==> src/rtl/bld_defines.svh <==
// Register offsets, field positions, reset values and timing counts of the backlight control
`ifndef BLD_DEFINES_SVH
`define BLD_DEFINES_SVH

// Register offsets on the serial bus
`define BLD_REG_MODE        8'h02
`define BLD_REG_RATIO_LSB   8'h04
`define BLD_REG_RATIO_MSB   8'h05
`define BLD_REG_PWM         8'h06
`define BLD_REG_RAMP        8'h08

// Reset values: full scale code 19 gives the 20.2 mA default
`define BLD_MODE_RESET      8'h98
`define BLD_PWM_RESET       8'h87
`define BLD_RAMP_RESET      8'h00
`define BLD_RATIO_LSB_RESET 8'h07
`define BLD_RATIO_MSB_RESET 8'hff

// Field positions
`define BLD_MODE_BL_BIT     0
`define BLD_MODE_FS_HI      7
`define BLD_MODE_FS_LO      3
`define BLD_PWM_EN_BIT      7
`define BLD_PWM_POL_BIT     6
`define BLD_PWM_HYST_HI     5
`define BLD_PWM_HYST_LO     3
`define BLD_PWM_CH_HI       2
`define BLD_PWM_CH_LO       0
`define BLD_RAMP_SEL_HI     6
`define BLD_RAMP_SEL_LO     4
`define BLD_RATIO_LSB_HI    2

// Serial bus slave address, value arbitrary
`define BLD_I2C_ADDR        7'h2a

// Duty scale and measurement counter width
`define BLD_DUTY_FULL       11'h7ff
`define BLD_DUTY_MUL        18'h007ff
`define BLD_PER_MAX         18'h3ffff

// Timing: clock period and ramp step time
`define BLD_CLK_PERIOD_NS   50
`define BLD_RAMP_STEP_NS    1000
`define BLD_RAMP_STEP_CYC   ((`BLD_RAMP_STEP_NS + `BLD_CLK_PERIOD_NS - 1) / `BLD_CLK_PERIOD_NS)

`endif

==> src/rtl/bld_pkg.sv <==
// Types shared by the backlight control modules
package bld_pkg;

  typedef logic [10:0] bld_duty_t;

  typedef enum logic [3:0] {
    BLD_IDLE      = 4'b0000,
    BLD_ADDR      = 4'b0001,
    BLD_ADDR_ACK  = 4'b0010,
    BLD_REG       = 4'b0011,
    BLD_REG_ACK   = 4'b0100,
    BLD_WDATA     = 4'b0101,
    BLD_WDATA_ACK = 4'b0110,
    BLD_RDATA     = 4'b0111,
    BLD_RDATA_ACK = 4'b1000
  } bld_i2c_state_e;

endpackage : bld_pkg

==> src/rtl/bld_duty_if.sv <==
// Carrier between the control core and the duty measurement
`timescale 1ns/1ps
interface bld_duty_if;
  logic              enable;
  logic              sample;
  bld_pkg::bld_duty_t duty;
  logic              duty_valid;

  modport meas (input enable, input sample, output duty, output duty_valid);
  modport user (output enable, output sample, input duty, input duty_valid);
endinterface : bld_duty_if

==> src/rtl/bld_backlight_ctrl.sv <==
// Backlight enable, serial register access, duty filtering and current ramp
`timescale 1ns/1ps
`include "bld_defines.svh"
module bld_backlight_ctrl (
  input  wire logic        mclk_i,
  input  wire logic        rstn_i,
  input  wire logic        hardware_enable_pin_i,
  input  wire logic        pwm_i,
  input  wire logic        scl_i,
  input  wire logic        sda_i,
  output logic             sda_o,
  output logic             sda_oe_o,
  output logic      [10:0] sink_level_o,
  output logic             sink_enable_o,
  output logic      [4:0]  full_scale_current_o,
  output logic      [2:0]  channel_enable_o,
  output logic             standby_o
);
  logic                     rst_meta;
  logic                     rst_n;
  logic [3:0]               pin_s;
  logic                     hardware_enable_pin_s;
  logic                     pwm_s;
  logic                     scl_s;
  logic                     sda_s;
  logic                     scl_q;
  logic                     sda_q;
  logic                     scl_rise;
  logic                     scl_fall;
  logic                     bus_start;
  logic                     bus_stop;
  bld_pkg::bld_i2c_state_e  state;
  logic [3:0]               bit_cnt;
  logic [7:0]               rx_sh;
  logic [7:0]               tx_sh;
  logic [7:0]               ptr;
  logic                     rd_mode;
  logic                     nack;
  logic [7:0]               rd_byte;
  logic                     wr_en;
  logic [7:0]               mode_reg;
  logic [7:0]               pwm_reg;
  logic [7:0]               ramp_reg;
  logic [7:0]               ratio_lsb;
  logic [7:0]               ratio_msb;
  logic [10:0]              ratio;
  bld_pkg::bld_duty_t       applied;
  logic                     dir_up;
  logic [10:0]              hyst_thr;
  logic [10:0]              target;
  logic [11:0]              tick_cnt;
  logic [11:0]              tick_lim;
  logic                     tick;
  logic [10:0]              ramp_lvl;
  logic [22:0]              prod;

  bld_duty_if dif ();

  // Reset release through two flops; assertion stays asynchronous
  always_ff @(posedge mclk_i or negedge rstn_i) begin
    if (!rstn_i) begin
      rst_meta <= 1'b0;
      rst_n    <= 1'b0;
    end else begin
      rst_meta <= 1'b1;
      rst_n    <= rst_meta;
    end
  end

  bld_sync2 #(
    .W (4)
  ) u_sync (
    .mclk_i  (mclk_i),
    .rst_n_i (rst_n),
    .d_i     ({hardware_enable_pin_i, pwm_i, scl_i, sda_i}),
    .q_o     (pin_s)
  );

  assign hardware_enable_pin_s = pin_s[3];
  assign pwm_s  = pin_s[2];
  assign scl_s  = pin_s[1];
  assign sda_s  = pin_s[0];

  // Bus line edges, taken from the synchronised copies only
  always_ff @(posedge mclk_i or negedge rst_n) begin
    if (!rst_n) begin
      scl_q <= 1'b1;
      sda_q <= 1'b1;
    end else begin
      scl_q <= scl_s;
      sda_q <= sda_s;
    end
  end

  assign scl_rise  = scl_s & ~scl_q;
  assign scl_fall  = ~scl_s & scl_q;
  assign bus_start = scl_s & scl_q & sda_q & ~sda_s;
  assign bus_stop  = scl_s & scl_q & ~sda_q & sda_s;
  assign wr_en     = hardware_enable_pin_s & scl_fall & (state == bld_pkg::BLD_WDATA) & (bit_cnt == 4'h8);
  assign sda_o     = 1'b0;
  assign standby_o = hardware_enable_pin_s;

  // Read data for the current pointer; unmapped offsets read zero
  always_comb begin
    case (ptr)
      `BLD_REG_MODE:      rd_byte = mode_reg;
      `BLD_REG_RATIO_LSB: rd_byte = ratio_lsb;
      `BLD_REG_RATIO_MSB: rd_byte = ratio_msb;
      `BLD_REG_PWM:       rd_byte = pwm_reg;
      `BLD_REG_RAMP:      rd_byte = ramp_reg;
      default:            rd_byte = 8'h00;
    endcase
  end

  // Serial slave: address, pointer, write bytes, read bytes with auto-increment
  always_ff @(posedge mclk_i or negedge rst_n) begin
    if (!rst_n) begin
      state    <= bld_pkg::BLD_IDLE;
      bit_cnt  <= 4'h0;
      rx_sh    <= 8'h00;
      tx_sh    <= 8'h00;
      ptr      <= 8'h00;
      rd_mode  <= 1'b0;
      nack     <= 1'b0;
      sda_oe_o <= 1'b0;
    end else if (!hardware_enable_pin_s) begin
      state    <= bld_pkg::BLD_IDLE;
      bit_cnt  <= 4'h0;
      ptr      <= 8'h00;
      sda_oe_o <= 1'b0;
    end else if (bus_start) begin
      state    <= bld_pkg::BLD_ADDR;
      bit_cnt  <= 4'h0;
      sda_oe_o <= 1'b0;
    end else if (bus_stop) begin
      state    <= bld_pkg::BLD_IDLE;
      sda_oe_o <= 1'b0;
    end else begin
      case (state)
        bld_pkg::BLD_ADDR, bld_pkg::BLD_REG, bld_pkg::BLD_WDATA: begin
          if (scl_rise) begin
            rx_sh   <= {rx_sh[6:0], sda_s};
            bit_cnt <= bit_cnt + 4'h1;
          end else if (scl_fall && bit_cnt == 4'h8) begin
            bit_cnt <= 4'h0;
            if (state == bld_pkg::BLD_ADDR) begin
              if (rx_sh[7:1] == `BLD_I2C_ADDR) begin
                rd_mode  <= rx_sh[0];
                sda_oe_o <= 1'b1;
                state    <= bld_pkg::BLD_ADDR_ACK;
              end else begin
                state <= bld_pkg::BLD_IDLE; // Other device addressed
              end
            end else if (state == bld_pkg::BLD_REG) begin
              ptr      <= rx_sh;
              sda_oe_o <= 1'b1;
              state    <= bld_pkg::BLD_REG_ACK;
            end else begin
              ptr      <= ptr + 8'h01;
              sda_oe_o <= 1'b1;
              state    <= bld_pkg::BLD_WDATA_ACK;
            end
          end
        end
        bld_pkg::BLD_ADDR_ACK, bld_pkg::BLD_RDATA_ACK: begin
          if (scl_rise) begin
            nack <= sda_s;
          end else if (scl_fall) begin
            if (state == bld_pkg::BLD_ADDR_ACK && !rd_mode) begin
              sda_oe_o <= 1'b0;
              state    <= bld_pkg::BLD_REG;
            end else if (state == bld_pkg::BLD_RDATA_ACK && nack) begin
              sda_oe_o <= 1'b0;
              state    <= bld_pkg::BLD_IDLE;
            end else begin
              // Open drain: enable pulls the line low for a zero bit
              sda_oe_o <= ~rd_byte[7];
              tx_sh    <= {rd_byte[6:0], 1'b0};
              bit_cnt  <= 4'h1;
              state    <= bld_pkg::BLD_RDATA;
            end
          end
        end
        bld_pkg::BLD_REG_ACK, bld_pkg::BLD_WDATA_ACK: begin
          if (scl_fall) begin
            sda_oe_o <= 1'b0;
            state    <= bld_pkg::BLD_WDATA;
          end
        end
        bld_pkg::BLD_RDATA: begin
          if (scl_fall) begin
            if (bit_cnt == 4'h8) begin
              sda_oe_o <= 1'b0;
              ptr      <= ptr + 8'h01;
              state    <= bld_pkg::BLD_RDATA_ACK;
            end else begin
              sda_oe_o <= ~tx_sh[7];
              tx_sh    <= {tx_sh[6:0], 1'b0};
              bit_cnt  <= bit_cnt + 4'h1;
            end
          end
        end
        default: begin
          sda_oe_o <= 1'b0;
        end
      endcase
    end
  end

  // Register file; shutdown returns every field to its default
  always_ff @(posedge mclk_i or negedge rst_n) begin
    if (!rst_n) begin
      mode_reg  <= `BLD_MODE_RESET;
      pwm_reg   <= `BLD_PWM_RESET;
      ramp_reg  <= `BLD_RAMP_RESET;
      ratio_lsb <= `BLD_RATIO_LSB_RESET;
      ratio_msb <= `BLD_RATIO_MSB_RESET;
      ratio     <= {`BLD_RATIO_MSB_RESET, 3'h7};
    end else if (!hardware_enable_pin_s) begin
      mode_reg  <= `BLD_MODE_RESET;
      pwm_reg   <= `BLD_PWM_RESET;
      ramp_reg  <= `BLD_RAMP_RESET;
      ratio_lsb <= `BLD_RATIO_LSB_RESET;
      ratio_msb <= `BLD_RATIO_MSB_RESET;
      ratio     <= {`BLD_RATIO_MSB_RESET, 3'h7};
    end else if (wr_en) begin
      case (ptr)
        `BLD_REG_MODE:      mode_reg  <= rx_sh;
        `BLD_REG_RATIO_LSB: ratio_lsb <= rx_sh;
        `BLD_REG_RATIO_MSB: begin
          // Low bits alone do not move the ratio until the high byte lands
          ratio_msb <= rx_sh;
          ratio     <= {rx_sh, ratio_lsb[`BLD_RATIO_LSB_HI:0]};
        end
        `BLD_REG_PWM:       pwm_reg   <= rx_sh;
        `BLD_REG_RAMP:      ramp_reg  <= rx_sh;
        default:            ratio     <= ratio;
      endcase
    end
  end

  assign full_scale_current_o = mode_reg[`BLD_MODE_FS_HI:`BLD_MODE_FS_LO];
  assign channel_enable_o     = pwm_reg[`BLD_PWM_CH_HI:`BLD_PWM_CH_LO];

  // Duty measurement runs only while dimming is on
  assign dif.enable = hardware_enable_pin_s & pwm_reg[`BLD_PWM_EN_BIT];
  assign dif.sample = pwm_s ^ pwm_reg[`BLD_PWM_POL_BIT];

  bld_duty_meas u_meas (
    .mclk_i  (mclk_i),
    .rst_n_i (rst_n),
    .dif     (dif)
  );

  assign hyst_thr = {7'h00, pwm_reg[`BLD_PWM_HYST_HI:`BLD_PWM_HYST_LO], 1'b0};

  // Hysteresis: same direction follows freely, a reversal must clear the threshold
  always_ff @(posedge mclk_i or negedge rst_n) begin
    if (!rst_n) begin
      applied <= 11'h000;
      dir_up  <= 1'b1;
    end else if (!hardware_enable_pin_s) begin
      applied <= 11'h000;
      dir_up  <= 1'b1;
    end else if (dif.duty_valid) begin
      if (dif.duty > applied) begin
        if (dir_up || (dif.duty - applied) >= hyst_thr) begin
          applied <= dif.duty;
          dir_up  <= 1'b1;
        end
      end else if (dif.duty < applied) begin
        if (!dir_up || (applied - dif.duty) >= hyst_thr) begin
          applied <= dif.duty;
          dir_up  <= 1'b0;
        end
      end
    end
  end

  // Target: zero outside backlight mode, full duty with dimming off
  always_comb begin
    if (!mode_reg[`BLD_MODE_BL_BIT]) begin
      target = 11'h000;
    end else if (!pwm_reg[`BLD_PWM_EN_BIT]) begin
      target = `BLD_DUTY_FULL;
    end else begin
      target = applied;
    end
  end

  // Step divider: 1 us times two to the selected power per LSB
  assign tick_lim = (12'(`BLD_RAMP_STEP_CYC) << ramp_reg[`BLD_RAMP_SEL_HI:`BLD_RAMP_SEL_LO])
                    - 12'h001;
  assign tick     = (tick_cnt == tick_lim);

  always_ff @(posedge mclk_i or negedge rst_n) begin
    if (!rst_n) begin
      tick_cnt <= 12'h000;
    end else if (!hardware_enable_pin_s || tick) begin
      tick_cnt <= 12'h000;
    end else begin
      tick_cnt <= tick_cnt + 12'h001;
    end
  end

  // One LSB per tick, so a bigger change takes longer
  always_ff @(posedge mclk_i or negedge rst_n) begin
    if (!rst_n) begin
      ramp_lvl <= 11'h000;
    end else if (!hardware_enable_pin_s) begin
      ramp_lvl <= 11'h000;
    end else if (tick) begin
      if (ramp_lvl < target) begin
        ramp_lvl <= ramp_lvl + 11'h001;
      end else if (ramp_lvl > target) begin
        ramp_lvl <= ramp_lvl - 11'h001;
      end
    end
  end

  assign prod = 23'(ramp_lvl) * 23'({1'b0, ratio} + 12'h001);

  // Sink level is a held DC value, the ramp level scaled by the ratio, registered every cycle
  always_ff @(posedge mclk_i or negedge rst_n) begin
    if (!rst_n) begin
      sink_level_o  <= 11'h000;
      sink_enable_o <= 1'b0;
    end else if (!hardware_enable_pin_s) begin
      sink_level_o  <= 11'h000;
      sink_enable_o <= 1'b0;
    end else begin
      sink_level_o  <= prod[21:11];
      sink_enable_o <= (prod[21:11] != 11'h000);
    end
  end
endmodule : bld_backlight_ctrl

==> src/rtl/bld_sync2.sv <==
// Two-flop synchroniser for pins from outside the clock domain
`timescale 1ns/1ps
module bld_sync2 #(
  parameter int W = 1
) (
  input  wire logic         mclk_i,
  input  wire logic         rst_n_i,
  input  wire logic [W-1:0] d_i,
  output logic      [W-1:0] q_o
);
  logic [W-1:0] meta;

  // First stage feeds only the second stage
  always_ff @(posedge mclk_i or negedge rst_n_i) begin
    if (!rst_n_i) begin
      meta <= '0;
      q_o  <= '0;
    end else begin
      meta <= d_i;
      q_o  <= meta;
    end
  end
endmodule : bld_sync2

==> src/rtl/bld_duty_meas.sv <==
// Measures the input duty per period and divides it to an 11-bit value
`timescale 1ns/1ps
`include "bld_defines.svh"
module bld_duty_meas (
  input  wire logic mclk_i,
  input  wire logic rst_n_i,
  bld_duty_if.meas  dif
);
  logic        sample_q;
  logic        have_edge;
  logic [17:0] hi_cnt;
  logic [17:0] tot_cnt;
  logic        start;
  logic [17:0] cap_hi;
  logic [17:0] den;
  logic [18:0] rem;
  logic [10:0] num_lo;
  logic [10:0] quo;
  logic [3:0]  it_cnt;
  logic        busy;
  logic [28:0] num;
  logic [18:0] trial;
  logic        rise;

  assign rise  = dif.sample & ~sample_q;
  assign num   = 29'(cap_hi) * 29'(`BLD_DUTY_MUL); // Widen first so the product keeps its top bits
  assign trial = {rem[17:0], num_lo[10]};

  // Period counters, one capture per full input period
  always_ff @(posedge mclk_i or negedge rst_n_i) begin
    if (!rst_n_i) begin
      sample_q  <= 1'b0;
      have_edge <= 1'b0;
      hi_cnt    <= 18'h00000;
      tot_cnt   <= 18'h00000;
      start     <= 1'b0;
      cap_hi    <= 18'h00000;
      den       <= 18'h00001;
    end else if (!dif.enable) begin
      sample_q  <= 1'b0;
      have_edge <= 1'b0;
      hi_cnt    <= 18'h00000;
      tot_cnt   <= 18'h00000;
      start     <= 1'b0;
    end else begin
      sample_q <= dif.sample;
      start    <= 1'b0;
      if (rise) begin
        if (have_edge) begin
          cap_hi <= hi_cnt;
          den    <= tot_cnt;
          start  <= 1'b1;
        end
        have_edge <= 1'b1;
        hi_cnt    <= 18'h00001;
        tot_cnt   <= 18'h00001;
      end else begin
        if (tot_cnt != `BLD_PER_MAX) tot_cnt <= tot_cnt + 18'h00001;
        if (dif.sample && hi_cnt != `BLD_PER_MAX) hi_cnt <= hi_cnt + 18'h00001;
        if (tot_cnt == `BLD_PER_MAX) have_edge <= 1'b0; // Stuck level ends the period
      end
    end
  end

  // Bit-serial divider; a stuck input reports 0 or full scale instead
  always_ff @(posedge mclk_i or negedge rst_n_i) begin
    if (!rst_n_i) begin
      busy           <= 1'b0;
      rem            <= 19'h00000;
      num_lo         <= 11'h000;
      quo            <= 11'h000;
      it_cnt         <= 4'h0;
      dif.duty       <= 11'h000;
      dif.duty_valid <= 1'b0;
    end else begin
      dif.duty_valid <= 1'b0;
      if (!dif.enable) begin
        busy <= 1'b0;
      end else if (start) begin
        busy   <= 1'b1;
        rem    <= {1'b0, num[28:11]};
        num_lo <= num[10:0];
        it_cnt <= 4'hb;
      end else if (busy) begin
        if (trial >= {1'b0, den}) begin
          rem <= trial - {1'b0, den};
          quo <= {quo[9:0], 1'b1};
        end else begin
          rem <= trial;
          quo <= {quo[9:0], 1'b0};
        end
        num_lo <= {num_lo[9:0], 1'b0};
        it_cnt <= it_cnt - 4'h1;
        if (it_cnt == 4'h1) begin
          busy           <= 1'b0;
          dif.duty       <= {quo[9:0], (trial >= {1'b0, den})};
          dif.duty_valid <= 1'b1;
        end
      end else if (tot_cnt == `BLD_PER_MAX - 18'h00001) begin
        dif.duty       <= dif.sample ? `BLD_DUTY_FULL : 11'h000;
        dif.duty_valid <= 1'b1;
      end
    end
  end
endmodule : bld_duty_meas

==> config.mk <==
export PLATFORM = sky130hd
export DESIGN_NAME = bld_backlight_ctrl
export DESIGN_NICKNAME = d
export VERILOG_FILES = /design/src/rtl/bld_pkg.sv /design/src/rtl/bld_duty_if.sv /design/src/rtl/bld_backlight_ctrl.sv /design/src/rtl/bld_sync2.sv /design/src/rtl/bld_duty_meas.sv
export VERILOG_INCLUDE_DIRS = /design/src /design/src/rtl
export SDC_FILE = /design/constraint.sdc
export NUM_CORES = 1
export LEC_CHECK = 0
export BUFFER_PORTS_ARGS = -buffer_cell sky130_fd_sc_hd__buf_2
export CAP_MARGIN = 0
export CORE_MARGIN = 2
export CORE_UTILIZATION = 70
export DETAILED_ROUTE_END_ITERATION = 8
export PLACE_DENSITY = 0.87
export SLEW_MARGIN = 20
export SYNTH_ARGS = -nofsm -noshare
export SYNTH_HDL_FRONTEND = slang
export SYNTH_HIERARCHICAL = 1
export SYNTH_SLANG_ARGS = --single-unit
==> constraint.sdc <==
create_clock -name mclk_i -period 17.28 [get_ports mclk_i]
set_input_delay 4.32 -clock mclk_i [delete_from_list [all_inputs] [get_ports mclk_i]]
set_output_delay 4.32 -clock mclk_i [all_outputs]
set_load 0.05 [all_outputs]
Yosys cells after proc, flatten, opt, wreduce, memory -nomap -nowiden
Cells that the tools add are included.
{ "classes": {"reduce_logical": 36, "bitwise_logic": 24, "n_eq_ne": 69, "n_mux": 134, "multipliers": 2, "shifts": 1, "add_sub_neg": 13, "div_mod_pow": 0, "order_cmp": 7} }
{ "op_table": {"columns": ["operator", "count"], "rows": [
  ["$mux W11", 22],
  ["$mux W8", 30],
  ["$mux W18", 9],
  ["$mux W4", 24],
  ["$ne A5 B5 Y1 const B", 9],
  ["$ne A3 B3 Y1 const B", 14],
  ["$pmux W8 S5", 1],
  ["$mux W1", 38],
  ["$add A18 B1 Y18 const B", 2],
  ["$eq A18 B18 Y1 const B", 2],
  ["$ne A18 B18 Y1 const B", 2],
  ["$ne A2 B2 Y1 const B", 16],
  ["$pmux W8 S2", 2],
  ["$mul A18 B11 Y29 const B", 1],
  ["$eq A8 B3 Y1 const B", 3],
  ["$ne A4 B4 Y1 const B", 6],
  ["$reduce_and A8 Y1", 3],
  ["$ge A11 B4 Y1", 2],
  ["$gt A11 B11 Y1", 2],
  ["$lt A11 B11 Y1", 2],
  ["$mul A11 B12 Y22", 1],
  ["$sub A11 B11 Y11", 2],
  ["$ge A19 B18 Y1", 1],
  ["$sub A18 B18 Y18", 1],
  ["43 further kinds", 91]
]} }
{ "totals": {"input_bits": 6, "latchBits": 0, "mem_bits_rw": 0, "mem_count": 0, "register_bits": 276, "elab_cells": 326, "output_inout_bits": 23, "rom_bits": 0} }

Logic depth before layout (Yosys ltp)
{ "logic_depth": {"ltp_word": 11, "ltp_mapped": 23, "ltp_nobuf": 23} }

Cells and area by module
Netlist, hierarchy kept.
{ "modules_own_cells": {"columns": ["mod", "area_per_inst_um2", "seq_area_each_um2", "n_inst", "cells_each"], "rows": [
  ["bld_backlight_ctrl", 12469.5, 3233.1, 1, 1416],
  ["bld_duty_meas", 11167.0, 3279.4, 1, 1126],
  ["bld_sync2", 200.2, 200.2, 1, 8]
]} }

Worst setup path after synthesis
Ideal clock, no wire load.
{ "synth_timing": {"path_type": "flip-flop to flip-flop", "from": "register, netlist name ratio_msb[0]", "to": "register sink_enable_o", "path_buffers": 0, "arrival_ps": 6447, "path_slack_ps": 10703, "stages_incl_launch_ff": 24, "period_less_slack_ps": 6577, "t_required_ps": 17151, "cell_sequence": "dfstp_2 -> and3_1 -> and3_1 -> and3_1 -> nand3_1 -> xnor2_1 -> nand2_1 -> fa_1 -> inv_1 -> fa_1 -> fa_1 -> fa_1 -> inv_1 -> fa_1 -> inv_1 -> ha_1 -> a21oi_1 -> o21ai_0 -> a22oi_1 -> o211ai_2 -> a21oi_2 -> xnor2_1 -> or4_1 -> o41a_1"} }
{ "synth_rtl": {"columns": ["element", "line", "text"], "rows": [
  ["end signal: assignment", "bld_backlight_ctrl.sv:333", "sink_enable_o <= (prod[21:11] != 11'h000);"],
  ["end: declaration", "bld_backlight_ctrl.sv:14", "output logic sink_enable_o,"]
]} }

==> metrics <==
top_reg_cell synth dfrtp_1; Clk pwr share 16.8%; CP endpoint kind flip-flop; # DRC 0; Netlist cell types 89; Tmin final ~7.5 ns; area of the die 0.0355 sq mm; crit path DAT approximately 8 ns; Final Net Count 2932; run status finished clean; routed wire length 54200 microns; H-tree depth 1; final max-slew violation count 0; internal power roughly 2.2 mW; GPL Wtd Cong 0.896; Post-synth EDFFs 0; CTS Buffer Depth 3; Post-synth ARST share 100%; syn_nets roughly 3.0k; grt ovf 0; I/O pin count 29; Seq/Total Area, Yosys 28.2%; total power draw 4.07 mW; Yosys top cell by area dfrtp_1; ANT nets after route 0; Clk pin slew, worst setup/hold paths 0.06 ns; drt pass-1 iters 5; Num Clock Sinks 267; Die Ht roughly 190 microns; Die W 189 microns; combinational fraction of design power about 64%; number of global-route vias before repair 19.4k; pwr/cell area 161 mW/mm^2; switching pwr 1.89 mW; wire per inst 18.1 microns; largest fanout on the critical path 9; Synth Register Bits 267; Rel. slew slack 28.3%; setup_tns 0 ns; Layout Skew 0.0591 ns; Netlist Area Pre-Place 0.0238 sq mm; largest net degree at the start of global routing 82; Syn Inst Count 2550; CP required 17.71 ns; Worst Hold Class reg -> reg; CTS tree built; non-filler instance count after layout 2995; Rows 67; Starting Density 71.1%; vias per inst 6.11; Post-DP HPWL 40400 microns; kind of critical path reg -> reg; DR iter-0 viols 1259; postcts setup bufs 0; DR vias 18.3k; worst-skew pair later-pin latency 0.61 ns; Reg power frac 19.3%; final setup fails 0; Total Routing Usage GR 31.8%; layout cell share with drive strength beyond 1 9.15%; crit start category flip-flop; placed cell count roughly 2.9k; crit share post-route 43.1%; final hold violations 0; Max VDD drop 0.455 mV; RSZ-0062 raised after global routing no; first-pass GRT wire length 93200 microns; synth warn 6; CTS buffer count 30; Area Growth Syn to Fin 6.18%; Yosys top cell area share 25.4%; CTS resizes 0; Least-Margin Pin Slew 1.07 ns; Root Buffer clkbuf_16; Synth Area per Inst 9.35 sq um; Antenna Cells 0; max_cap viols 0; antenna violations before repair 0; hold_buf cts 0; Leakage 12.2 nW; Sw Share 46.4%; fmax 0.134 GHz; Area contributors post-synth dfrtp_1 25%, fa_1 17%, ha_1 10%; Core Box Area between 0.03 and 0.04 sq mm; Port Buffers 27
-- final cells by class --
| cell class | count | area (sq um) |
|---|---|---|
| fillers | 2272 | 8220 |
| clock buffers | 38 | 841 |
| clock inverters | 17 | 233 |
| well taps | 448 | 561 |
| flip-flops and latches | 267 | 6720 |
| multi-input cells | 1804 | 15300 |
| repair buffers | 44 | 267 |
| inverters | 377 | 1420 |
-- power by group through the flow --
stage / sequential, mW / clock [mW] / combinational [mW]
floorplan: 0.783 / 0 / 2.02
global placement: 0.786 / 0 / 2.41
detailed placement: 0.789 / 0 / 2.54
CTS: 0.779 / 0.693 / 2.60
global route: 0.790 / 0.720 / 2.95
finish: 0.784 / 0.682 / 2.60
-- Yosys cell counts, drive strengths merged, types with 26 or more instances --
| cell | count |
|---|---|
| nand3 | 56 |
| xor2 | 57 |
| a21oi | 138 |
| inv | 377 |
| and3 | 27 |
| xnor2 | 66 |
| mux2i | 38 |
| o21ai | 152 |
| nor2b | 38 |
| nand2b | 26 |
| mux2 | 68 |
| nor3 | 31 |
| clkbuf | 79 |
| dfrtp | 242 |
| nor2 | 157 |
| fa | 202 |
| ha | 200 |
| and2 | 69 |
| nand2 | 217 |
-- worst max-delay path: stages, from the launching register on --
cell and delay [ns]:
dfstp_2 0.59, and3_1 0.22, and3_1 0.21, and3_1 0.21
nand3_1 0.15, xnor2_1 0.65, nand2_1 0.17, fa_1 0.55
inv_1 0.05, fa_1 0.51, fa_1 0.44, fa_1 0.55
inv_1 0.05, fa_1 0.52, inv_1 0.04, ha_1 0.24
a2111o_1 0.39, a31oi_1 0.32, o31ai_2 0.16, a2111oi_2 0.39
nor2_1 0.11, or4_1 0.43, o41a_1 0.32
-- routing by layer --
layer | track usage [%] | share of wire [%] | vias to the layer above
li1 | - | - | 8397
met1 | 38.8 | 39 | 9093
met2 | 56.8 | 51 | 647
met3 | 4.25 | 5.7 | 174
met4 | 13.5 | 4.0 | 0
met5 | 0 | 0 | -
-- kinds of logic after synthesis --
kind of cell | Yosys count | synth area share (%)
AO/OA/AOI/OAI | 499 | 13.6
other | 2 | 0.0315
adder cells (fa/ha/maj) | 402 | 27.5
flip-flops | 267 | 28.2
buffers and inverters | 479 | 7.89
multiplexers | 106 | 4.81
XOR/XNOR | 123 | 4.52
AND/OR/NAND/NOR | 672 | 13.5
-- per-stage QoR --
step           util, %  setup slack, ns  hold WS, ns  instance area [sq um]
2_1_floorplan        -             9.33        0.331                  23800
3_3_place_gp      72.3            10.17        0.334                  24200
3_5_place_dp      72.3             9.95        0.335                  24200
4_1_cts           75.5             9.83        0.345                  25300
5_1_grt           75.5             9.43        0.359                  25300
6_report          75.5             9.83        0.344                  25300
-- cell usage in the layout (no fill, tap or decap), types with 12 or more instances in the layout --
cell       count
nand2b_1      26
o21ai_0      142
o211ai_1      12
o21a_1        20
o22ai_1       20
nand2_1      217
clkbuf_16     30
fa_1         202
a21oi_1      134
inv_1        377
mux2i_1       38
and3_1        27
a221oi_1      12
mux2_2        68
a21o_1        24
and2_1        68
a31oi_1       14
nand3_1       55
dfrtp_1      240
ha_1         200
dfstp_2       25
xnor2_1       66
nor2_1       156
nand4_1       15
nor3_1        30
xor2_1        57
buf_2         27
buf_4         16
nor2b_1       37
-- path summary, 6_finish.rpt --
kind | depth (start not counted) | endpoint | startpoint | slack (ns)
hold / removal | 0 | u_sync/q_o[3]$_DFF_PN0_ | u_sync/meta[3]$_DFF_PN0_ | 0.34
setup / recovery | 22 | sink_enable_o$_DFF_PN0_ | ratio_msb[0]$_DFFE_PN1P_ | 9.83
max in group asynchronous | 1 | rst_n$_DFF_PN0_ | rstn_i | 13.69
min in group asynchronous | 0 | u_meas/hi_cnt[0]$_DFFE_PN0P_ | rst_n$_DFF_PN0_ | 0.37
hold reg to reg | 0 | u_sync/q_o[3]$_DFF_PN0_ | u_sync/meta[3]$_DFF_PN0_ | 0.34
setup reg to reg | 22 | sink_enable_o$_DFF_PN0_ | ratio_msb[0]$_DFFE_PN1P_ | 9.83
No activity file was read; power rests on OpenSTA's default activity.
